[config.mk]
export PLATFORM = sky130hd
export DESIGN_NAME = dtd_timer
export DESIGN_NICKNAME = d
export VERILOG_FILES = /design/src/dtd_pkg.sv /design/src/dtd_timer.sv /design/src/dtd_unit.sv
export VERILOG_INCLUDE_DIRS = /design/src /design/src/src
export SDC_FILE = /design/constraint.sdc
export NUM_CORES = 1
export LEC_CHECK = 0
export ABC_AREA = 1
export BUFFER_PORTS_ARGS = -buffer_cell sky130_fd_sc_hd__clkbuf_2
export CORE_ASPECT_RATIO = 1.75
export CORE_UTILIZATION = 61
export CTS_CLUSTER_DIAMETER = 150
export DETAILED_ROUTE_END_ITERATION = 8
export PLACE_DENSITY = 0.8
export SYNTH_ARGS = -nofsm -noshare
export SYNTH_HDL_FRONTEND = slang
export SYNTH_HIERARCHICAL = 1
export SYNTH_SLANG_ARGS = --single-unit
[constraint.sdc]
create_clock -name clk -period 3.5 [get_ports clk]
set_input_delay 0.35 -clock clk [delete_from_list [all_inputs] [get_ports clk]]
set_output_delay 0.35 -clock clk [all_outputs]
set_load 0.02 [all_outputs]
[src/dtd_cfg.svh]
// Register offsets, field positions and timing constants of the dual timer
`ifndef DTD_CFG_SVH
`define DTD_CFG_SVH

`define DTD_DATA_W 8
`define DTD_ADDR_W 4
// Register offsets, three per unit plus a shared status
`define DTD_OFF_CTRL0 4'h0
`define DTD_OFF_CMP0 4'h1
`define DTD_OFF_CNT0 4'h2
`define DTD_OFF_CTRL1 4'h4
`define DTD_OFF_CMP1 4'h5
`define DTD_OFF_CNT1 4'h6
`define DTD_OFF_STATUS 4'h8
// Control register fields
`define DTD_CLK_LSB 0
`define DTD_RUN_BIT 3
`define DTD_MODE_LSB 4
`define DTD_FF_BIT 7
`define DTD_CTRL_RST 8'h00
`define DTD_CMP_RST 8'hFF
// Mode codes
`define DTD_MODE_TIMER 3'h0
`define DTD_MODE_DIV 3'h1
// Clock select codes
`define DTD_CK_SLOWEST 3'h0
`define DTD_CK_D7 3'h1
`define DTD_CK_D5 3'h2
`define DTD_CK_D3 3'h3
`define DTD_CK_LOW 3'h4
`define DTD_CK_D1 3'h5
`define DTD_CK_FULL 3'h6
// Timer code with this clock code counts event pin edges
`define DTD_CK_PIN 3'h7
// Prescaler taps of the high frequency clock
`define DTD_PRE_W 11
`define DTD_TAP_SLOW 10
`define DTD_TAP_D7 6
`define DTD_TAP_D5 4
`define DTD_TAP_D3 2
`define DTD_TAP_D1 0
// Low frequency clock divided by 2^3
`define DTD_LOW_DIV_W 3

`endif

[src/dtd_pkg.sv]
// Types shared by the dual timer design
package dtd_pkg;
    typedef enum logic [1:0] {
        DTD_IDLE,
        DTD_RUN
    } dtd_state_type;
endpackage

[src/dtd_timer.sv]
// Dual 8-bit timer/counter with register port and source clock selection
`timescale 1ns/100ps
`include "dtd_cfg.svh"
// Summary of operation
// - Two independent 8-bit units, three modes each
// - Timer counts internal clock, match clears, interrupts
// - Event mode counts falling edges of input
// - Compare value takes effect immediately
// - Divider match toggles flip-flop, clears, interrupts
// - Divider output is fifty percent square wave
// - Output pin is inverse of flip-flop
// - Flip-flop loadable by control bit, reset zero
// - Stopped divider holds level; change separately
// - Run bit three, flip-flop bit seven
// - Mode field codes select timer or divider
// - Clock field codes select prescaler taps
module dtd_timer (
    input wire logic clk,
    input wire logic rst_b,
    input wire logic [`DTD_ADDR_W-1:0] addr,
    input wire logic [7:0] wdata,
    input wire logic wr,
    input wire logic rd,
    output logic [7:0] rdata,
    input wire logic low_freq_clock,
    input wire logic slow_prescale_select,
    input wire logic [1:0] event_input_pin,
    output logic [1:0] match_irq,
    output logic [1:0] divider_output_pin
);
    logic [7:0] ctrl_r [2];
    logic [7:0] ctrl_nxt [2];
    logic [7:0] cmp_r [2];
    logic [7:0] cmp_nxt [2];
    logic [7:0] rdata_r;
    logic [7:0] rdata_nxt;
    logic [`DTD_PRE_W-1:0] pre_r;
    logic [`DTD_PRE_W-1:0] pre_nxt;
    logic [`DTD_LOW_DIV_W-1:0] ldiv_r;
    logic [`DTD_LOW_DIV_W-1:0] ldiv_nxt;
    logic low_q_r;
    logic low_q_nxt;
    logic [1:0] ev_q_r;
    logic [1:0] ev_q_nxt;
    logic [`DTD_PRE_W-1:0] pre_rise;
    logic low_rise;
    logic low8_rise;
    logic [1:0] tick;
    logic [1:0] ff_wr;
    logic [7:0] cnt [2];
    logic [1:0] match;

    // Decode the control offset of a unit
    function automatic logic [`DTD_ADDR_W-1:0] ctrl_off(input int u);
        return (u == 0) ? `DTD_OFF_CTRL0 : `DTD_OFF_CTRL1;
    endfunction

    function automatic logic [`DTD_ADDR_W-1:0] cmp_off(input int u);
        return (u == 0) ? `DTD_OFF_CMP0 : `DTD_OFF_CMP1;
    endfunction

    ////////////////////////////////////////////////////////////////////////
    // Prescaler of the high frequency clock; clk stands in for it
    always_comb begin
        pre_nxt = pre_r + `DTD_PRE_W'(1);
        pre_rise = pre_nxt & ~pre_r;
        low_q_nxt = low_freq_clock;
        low_rise = low_freq_clock & ~low_q_r;
        ldiv_nxt = low_rise ? ldiv_r + `DTD_LOW_DIV_W'(1) : ldiv_r;
        low8_rise = low_rise && (ldiv_r == {`DTD_LOW_DIV_W{1'b1}});
        ev_q_nxt = event_input_pin;
    end

    always_ff @(posedge clk or negedge rst_b) begin
        if (!rst_b) begin
            pre_r <= '0;
            ldiv_r <= '0;
            low_q_r <= 1'b0;
            ev_q_r <= 2'h3;
        end else begin
            pre_r <= pre_nxt;
            ldiv_r <= ldiv_nxt;
            low_q_r <= low_q_nxt;
            ev_q_r <= ev_q_nxt;
        end
    end

    ////////////////////////////////////////////////////////////////////////
    // Source selection per unit
    genvar g;
    generate
        for (g = 0; g < 2; g++) begin : gen_unit
            logic [2:0] ck;
            logic [2:0] md;
            logic src;
            assign ck = ctrl_r[g][`DTD_CLK_LSB+2:`DTD_CLK_LSB];
            assign md = ctrl_r[g][`DTD_MODE_LSB+2:`DTD_MODE_LSB];
            always_comb begin
                case (ck)
                    `DTD_CK_SLOWEST: src = slow_prescale_select ?
                        low8_rise : pre_rise[`DTD_TAP_SLOW];
                    `DTD_CK_D7: src = pre_rise[`DTD_TAP_D7];
                    `DTD_CK_D5: src = pre_rise[`DTD_TAP_D5];
                    `DTD_CK_D3: src = pre_rise[`DTD_TAP_D3];
                    `DTD_CK_LOW: src = low_rise;
                    `DTD_CK_D1: src = pre_rise[`DTD_TAP_D1];
                    `DTD_CK_FULL: src = 1'b1;
                    default: src = 1'b0;
                endcase
                // Timer code with no internal tap chosen counts pin edges;
                // the pin is assumed slow enough to need no filter
                if (md == `DTD_MODE_TIMER && ck == `DTD_CK_PIN) begin
                    tick[g] = ev_q_r[g] & ~event_input_pin[g];
                end else if (md == `DTD_MODE_TIMER || md == `DTD_MODE_DIV) begin
                    tick[g] = src;
                end else begin
                    tick[g] = 1'b0;
                end
            end

            dtd_unit u_unit (
                .clk(clk),
                .rst_b(rst_b),
                .tick(tick[g]),
                .ctrl(ctrl_r[g]),
                .cmp(cmp_r[g]),
                .ff_wr(ff_wr[g]),
                .ff_val(wdata[`DTD_FF_BIT]),
                .count(cnt[g]),
                .match(match[g]),
                .divider_output_pin(divider_output_pin[g])
            );
        end
    endgenerate

    assign match_irq = match;

    ////////////////////////////////////////////////////////////////////////
    // Register port
    always_comb begin
        for (int u = 0; u < 2; u++) begin
            ctrl_nxt[u] = ctrl_r[u];
            cmp_nxt[u] = cmp_r[u];
            ff_wr[u] = 1'b0;
            if (wr && addr == ctrl_off(u)) begin
                ctrl_nxt[u] = wdata;
                // Flip-flop loads while the unit was stopped, or keeps running
                // with bit seven unchanged; never on the stopping write
                ff_wr[u] = !ctrl_r[u][`DTD_RUN_BIT] ||
                           (wdata[`DTD_FF_BIT] == ctrl_r[u][`DTD_FF_BIT]);
                ff_wr[u] = ff_wr[u] && !(ctrl_r[u][`DTD_RUN_BIT] &&
                           !wdata[`DTD_RUN_BIT]);
            end
            if (wr && addr == cmp_off(u)) begin
                cmp_nxt[u] = wdata;
            end
        end
        rdata_nxt = 8'h00;
        if (rd) begin
            case (addr)
                `DTD_OFF_CTRL0: rdata_nxt = ctrl_r[0];
                `DTD_OFF_CMP0: rdata_nxt = cmp_r[0];
                `DTD_OFF_CNT0: rdata_nxt = cnt[0];
                `DTD_OFF_CTRL1: rdata_nxt = ctrl_r[1];
                `DTD_OFF_CMP1: rdata_nxt = cmp_r[1];
                `DTD_OFF_CNT1: rdata_nxt = cnt[1];
                `DTD_OFF_STATUS: rdata_nxt = {4'h0, ~divider_output_pin,
                                              ctrl_r[1][`DTD_RUN_BIT],
                                              ctrl_r[0][`DTD_RUN_BIT]};
                default: rdata_nxt = 8'h00;
            endcase
        end
    end

    always_ff @(posedge clk or negedge rst_b) begin
        if (!rst_b) begin
            for (int u = 0; u < 2; u++) begin
                ctrl_r[u] <= `DTD_CTRL_RST;
                cmp_r[u] <= `DTD_CMP_RST;
            end
            rdata_r <= 8'h00;
        end else begin
            for (int u = 0; u < 2; u++) begin
                ctrl_r[u] <= ctrl_nxt[u];
                cmp_r[u] <= cmp_nxt[u];
            end
            rdata_r <= rdata_nxt;
        end
    end

    assign rdata = rdata_r;
endmodule

[src/dtd_unit.sv]
// One 8-bit timer unit: counter, compare, output flip-flop
`timescale 1ns/100ps
`include "dtd_cfg.svh"
module dtd_unit (
    input wire logic clk,
    input wire logic rst_b,
    input wire logic tick,
    input wire logic [7:0] ctrl,
    input wire logic [7:0] cmp,
    input wire logic ff_wr,
    input wire logic ff_val,
    output logic [7:0] count,
    output logic match,
    output logic divider_output_pin
);
    dtd_pkg::dtd_state_type state_r;
    dtd_pkg::dtd_state_type state_nxt;
    logic [7:0] cnt_r;
    logic [7:0] cnt_nxt;
    logic ff_r;
    logic ff_nxt;
    logic match_r;
    logic match_nxt;
    logic run;
    logic is_div;

    assign run = ctrl[`DTD_RUN_BIT];
    assign is_div = ctrl[`DTD_MODE_LSB+2:`DTD_MODE_LSB] == `DTD_MODE_DIV;

    ////////////////////////////////////////////////////////////////////////
    always_comb begin
        state_nxt = state_r;
        cnt_nxt = cnt_r;
        ff_nxt = ff_r;
        match_nxt = 1'b0;
        case (state_r)
            dtd_pkg::DTD_IDLE: begin
                cnt_nxt = 8'h00;
                if (run) begin
                    state_nxt = dtd_pkg::DTD_RUN;
                end
            end
            dtd_pkg::DTD_RUN: begin
                if (!run) begin
                    // Counter clears but flip-flop holds its level
                    state_nxt = dtd_pkg::DTD_IDLE;
                    cnt_nxt = 8'h00;
                end else if (tick) begin
                    // Compare read live, no shadow copy
                    if (cnt_r + 8'h01 == cmp) begin
                        cnt_nxt = 8'h00;
                        match_nxt = 1'b1;
                        if (is_div) begin
                            ff_nxt = ~ff_r;
                        end
                    end else begin
                        cnt_nxt = cnt_r + 8'h01;
                    end
                end
            end
            default: begin
                state_nxt = dtd_pkg::DTD_IDLE;
            end
        endcase
        if (ff_wr) begin
            ff_nxt = ff_val;
        end
    end

    always_ff @(posedge clk or negedge rst_b) begin
        if (!rst_b) begin
            state_r <= dtd_pkg::DTD_IDLE;
            cnt_r <= 8'h00;
            ff_r <= 1'b0;
            match_r <= 1'b0;
        end else begin
            state_r <= state_nxt;
            cnt_r <= cnt_nxt;
            ff_r <= ff_nxt;
            match_r <= match_nxt;
        end
    end

    assign count = cnt_r;
    assign match = match_r;
    assign divider_output_pin = ~ff_r;
endmodule

==> Word level (Yosys, flattened, before mapping) <==
Index checks and enable logic that the tools add are counted.
W data, S select, Z words.
{ "word_totals": {"regBits": 81, "input_bits": 20, "wordCells": 157} }
{ "op_classes": {"n_addsub": 4, "n_eq_ne": 35, "mux": 45, "bitwise": 11, "n_reduce_logical": 45} }
{ "op_table": {"columns": ["op", "count"], "rows": [
  ["$mux W8", 7],
  ["$pmux W8 S7", 1],
  ["$pmux W8 S2", 2],
  ["$eq A3 B3 Y1 const B", 9],
  ["$mux W1", 27],
  ["$reduce_bool A2 Y1", 12],
  ["$add A8 B1 Y8 const B", 2],
  ["$eq A8 B8 Y1", 2],
  ["$pmux W1 S7", 2],
  ["$eq A3 B1 Y1 const B", 4],
  ["$eq A3 B2 Y1 const B", 4],
  ["$eq A4 B3 Y1 const B", 3],
  ["$logic_not A3 Y1", 4],
  ["$add A11 B1 Y11 const B", 1],
  ["$and A11 B11 Y11", 1],
  ["$logic_and A1 B1 Y1", 11],
  ["$not A11 Y11", 1],
  ["$reduce_and A5 Y1", 2],
  ["$mux W2", 4],
  ["$ne A2 B2 Y1 const B", 4],
  ["$pmux W2 S2", 2],
  ["$reduce_and A2 Y1", 4],
  ["$ne A3 B2 Y1 const B", 2],
  ["$logic_not A1 Y1", 5],
  ["other kinds (12)", 24]
]} }

==> Longest topological paths before layout <==
{ "logic_depth": {"word_depth": 11, "ltp_mapped": 19, "depth_no_buf": 19} }

==> By module <==
Netlist, hierarchy kept.
{ "modules_own_cells": {"columns": ["mod", "n_inst", "cells_per_inst", "area_per_inst_um2", "seq_area_each_um2"], "rows": [
  ["dtd_timer", 1, 357, 2959.1, 1448.9],
  ["dtd_unit at gen_unit[1].u_unit", 1, 137, 914.6, 275.3],
  ["dtd_unit at gen_unit[0].u_unit", 1, 126, 905.9, 275.3]
]} }

==> Worst setup path after synthesis <==
No wires, ideal clock.
{ "synth_path": {"path_type": "flip-flop to flip-flop", "startpoint": "reg pre_r[0]", "endpoint": "reg gen_unit[1].u_unit.ff_r", "t_arrival_ns": 2.328, "t_required_ns": 3.384, "slack_ns": 1.056, "path_stages_with_launch": 20, "path_cell_list": "dfrtp_1 -> ha_1 -> nand3_1 -> nor2_1 -> inv_1 -> nor3b_1 -> ha_1 -> nand2_1 -> o21ai_0 -> nand2_1 -> nand2_1 -> nor2_1 -> nor2_1 -> nand3_2 -> nor4b_1 -> nand3_1 -> nand2_1 -> nand2_1 -> nand2_1 -> nand2_1"} }
{ "synth_between": {"elab_chain_cells": 8, "elab_cells_between_ends": 9} }
{ "synth_lines": {"columns": ["element", "line_no", "rtl"], "rows": [
  ["start, declared", "dtd_timer.sv:37", "logic [`DTD_PRE_W-1:0] pre_r;"],
  ["start signal, assigned", "dtd_timer.sv:81", "pre_r <= pre_nxt;"],
  ["$add A11 B1 Y11", "dtd_timer.sv:65", "pre_nxt = pre_r + `DTD_PRE_W'(1);"],
  ["$and A11 B11 Y11 *", "dtd_timer.sv:66", "pre_rise = pre_nxt & ~pre_r;"],
  ["$mux W1", "dtd_timer.sv:100", "`DTD_CK_SLOWEST: src = slow_prescale_select ?"],
  ["$pmux W1 S7 *", "dtd_timer.sv:99", "case (ck)"],
  ["$mux W1 *", "dtd_timer.sv:114", "end else if (md == `DTD_MODE_TIMER || md == `DTD_MODE_DIV) begin"],
  ["$mux W1 *", "dtd_timer.sv:112", "if (md == `DTD_MODE_TIMER && ck == `DTD_CK_PIN) begin"],
  ["via tick[1]", "dtd_timer.sv:48", "logic [1:0] tick;"],
  ["$reduce_bool A2 Y1 (no line) *", null, null],
  ["$reduce_and A5 Y1 (no line) *", null, null],
  ["end signal, assigned", "dtd_unit.sv:79", "ff_r <= ff_nxt;"],
  ["end, declared", "dtd_unit.sv:20", "logic ff_r;"]
]} }
Mark *: on every way through the listed nets, which the timed path passes. The rest lies on a longest branch.
A chain may end at the register's enable or synchronous reset.

==> Worst setup path in the final report <==
Ends and elaborated chain as after synthesis.

==> out/qor.csv <==
stage,metric,value,unit
finish,syn_to_final_growth,9.69,%
sta,clock_skew,10.3,ps
cts,cts_max_level,3,
synth,ys_ff_latch,79,
worst_hold_path,hp-class,input pin to flop,
worst_setup_path,crit_path_max_incr_delay,420,ps
synth,synth_xor_area_share,1.28,%
routing,postRouteAntennaNets,0,
routing,drt_iter0_markers,420,
finish,diodes,0,
routing,drc_errors,0,
synth,syn_area,4780,sq um
finish,final_cells,740,
sta,slew_headroom,24.5,%
grt,antenna_found_initial,0,
worst_setup_path,crit_path_start_kind,flop,
pwr,p_leak,0.00265,uW
worst_setup_path,path_common_cell,nand2_1,
synth,yosysUniqueCellTypes,40,
die,die_h,119,um
worst_setup_path,path_delay_family,simple AND/OR/NAND/NOR gates,
placement,place_inst,724,
routing,vias_per_cell,5.79,
die,die_area,8210,sq um
finish,layout-drive-gt1-share,20.1,%
worst_setup_path,endpoint_kind,flop,
routing,vias,4282,
sta,finalHoldViolations,0,
run_status,status,"finished, final reports clean",
cts,cts_tree,yes,
grt,grt_max_degree,80,
placement,dp_hpwl,8620,um
worst_setup_path,crit_slowest_cell,dfrtp_1,
sta,fin_crit,2880,ps
synth,synth_warnings,6,
cts,cts_resized,0,
pwr,power_density,489,nW/um^2
sta,drv_slew,0,
finish,multi_input_area,2350,sq um
finish,fillCellCount,625,
cts,clock_path_buffers,2,
worst_setup_path,cp_cell_sequence,ha_1 > nand3_1 > nor2_1 > inv_1 > nor3b_1 > ha_1 > nand2_1 > o21ai_0 > nand2_1 > nand2_1 > nor2_1 > nor2_1 > nand3_2 > nor4b_1 > nand3_1 > nand2_1 > nand2_1 > nand2_1 > nand2_1,
sta,fmax,347,MHz
synth,synth-simple-area-share,37.1,%
pwr,ir_drop,374,uV
sta,setup_tns,0,ps
routing,wl_per_cell,16.2,um
die,initial_core_util,63.2,%
cts,numCtsBuffers,9,
worst_setup_path,cp.arrival,3120,ps
cts,cts-root-buf,clkbuf_16,
worst_setup_path,path_class,flop to flop,
cts,ctsHoldBuffers,0,
worst_setup_path,crit_fanout,10,
routing,drt-total-wl,12000,um
cts,post_cts_buffers,0,
cts,cts.sinks,79,
placement,io_buffers,31,
die,num_rows,42,
synth,synth_top_family_by_area,simple AND/OR/NAND/NOR gates,
die,io_pins,32,
synth,syn_nets,649,
routing,drt-pass1-iter-count,5,
grt,track_usage,33.3,%
grt,grt_pass1_wl,19600,um
cts,path_clk_slew,60,ps
job,maxCapViolations,0,
sta,tightestPinTransition,1130,ps
finish,final-seq-area,2000,sq um
die,core_area,7570,sq um
worst_setup_path,path_buf_inv,1,
finish,num-nets-final,676,
sta,hold_ws,109,ps
placement,gp_congestion,0.903,
synth,synth_adder_area_share,2.36,%
synth,synthMuxAreaShare,0.471,%
worst_setup_path,crit_required,3730,ps
sta,rsz0062_at_grt,no,
cts,insertion_delay,340,ps
die,fp.dieW,68.9,um
grt,overflow,0,
sta,finalCritPeriodShare,82.4,%
finish,final_util,69.3,%
synth,synth_compound_gate_area_share,7.88,%
grt,grt_pass1_vias,4248,
pwr,total_power,2560,uW
sta,finalSetupViolations,0,
synth,postSynthCellCount,620,
synth,seq_area_frac_synth,41.8,%
synth,syn_avg_cell_area,7.71,sq um
worst register-to-register path, cell delays in order, from the launching register on:
cell and delay [ps]:
dfrtp_1 420, ha_1 200, nand3_1 100, nor2_1 120, inv_1 70, nor3b_1 190, ha_1 170, nand2_1 50
o21ai_0 100, nand2_1 90, nand2_1 70, nor2_1 40, nor2_1 160, nand3_2 250, nor4b_1 400, nand3_1 150
nand2_1 80, nand2_1 40, nand2_1 50, nand2_1 40
sequential cells by signal, summed over array words and instances, names as in the netlist:
signal	flops
cmp_r	16
low_q_r	1
pre_r	11
gen_unit.u_unit/ff_r	2
ev_q_r	2
ldiv_r	3
gen_unit.u_unit/state_r	2
ctrl_r	16
rdata	8
gen_unit.u_unit/match	2
gen_unit.u_unit/count	16
metal layers:
layer	track usage (%)	routed length, um	up-vias
met5	0	0	-
met4	26.0	796	0
met3	9.96	770	60
met2	53.3	6290	170
met1	34.4	4140	2014
li1	-	-	2038
report_power, final:
part           internal, uW  total, uW  switching (uW)
sequential             1070       1200             135
combinational           168        456             288
clock                   538        907             369
total                  1770       2560             792
per-stage QoR:
stage               worst slack (ps)  cell area (sq um)
finish                           616               5240
global route                     339               5240
CTS                              644               5240
detailed placement               687               4950
global placement                 779               4950
floorplan                       1060               4780
cell usage after synthesis:
library cell,n,area (sq um)
buf_4,1,7.51
buf_2,5,25.0
xor2_1,4,35.0
a21oi_1,14,70.1
inv_1,79,297
dfrtp_1,61,1530
o22ai_1,1,6.26
nor2_2,3,18.8
nor3_1,2,10.0
dfstp_2,18,473
clkbuf_1,5,18.8
nand3b_1,4,30.0
o21ai_2,6,52.6
o21a_1,4,30.0
nand3_1,84,420
ha_1,9,113
nor3b_2,1,12.5
nand4_1,8,50.1
a21oi_2,1,8.76
nand2_4,5,56.3
nor4b_1,2,17.5
o21ai_0,31,155
inv_2,6,22.5
and2_2,1,7.51
xnor2_1,3,26.3
nor4_4,1,21.3
nor2_1,54,203
o21bai_2,2,22.5
mux2_2,2,22.5
nand3_2,8,80.1
o21ai_1,1,5.00
a22o_1,3,26.3
nand2_2,15,93.8
clkinv_2,1,5.00
and2_4,1,8.76
nor2_4,10,113
nor2_8,2,40.0
nor3b_1,1,7.51
nand2_1,156,586
buf_6,5,56.3
placed cells by master (no fill, tap or decap), types with 5 or more instances in the layout:
cell	count
nand3_2	8
inv_1	79
o21ai_2	6
o21ai_0	31
dfstp_2	18
a21oi_1	14
nand4_1	8
nand3_1	84
nand2_2	15
ha_1	9
nor2_1	54
dfrtp_1	61
clkbuf_16	9
nor2_4	10
inv_2	6
nand2_1	156
clkbuf_2	30
nand2_4	5
worst paths after layout:
check | from | endpoint | slack (ps) | cells after the start
setup / recovery | pre_r[0]$_DFF_PN0_ | gen_unit[1].u_unit/ff_r$_DFFE_PN0P_ | 620 | 19
hold / removal | event_input_pin[1] | ev_q_r[1]$_DFF_PN1_ | 110 | 1
setup reg to reg | pre_r[0]$_DFF_PN0_ | gen_unit[1].u_unit/ff_r$_DFFE_PN0P_ | 620 | 19
hold reg to reg | pre_r[9]$_DFF_PN0_ | pre_r[9]$_DFF_PN0_ | 470 | 1
max in group asynchronous | rst_b | gen_unit[1].u_unit/count[0]$_DFFE_PN0P_ | 2680 | 1
min in group asynchronous | rst_b | gen_unit[0].u_unit/count[1]$_DFFE_PN0P_ | 150 | 1
layout make-up:
class | instances | share of cell area, %
timing repair buffer | 32 | 3.15
multi-input combinational | 439 | 44.8
clock buffer | 12 | 5.08
inverter | 86 | 6.18
clock inverter | 4 | 0.549
sequential | 79 | 38.1
tap | 88 | 2.10
logic make-up after synthesis:
kind of cell / after synthesis
adder cells (fa/ha/maj): 9
buffers and inverters: 102
AO/OA/AOI/OAI: 63
multiplexers: 2
XOR/XNOR: 7
AND/OR/NAND/NOR: 358
flip-flops: 79
Note: power is estimated with default switching activity, not from simulation.
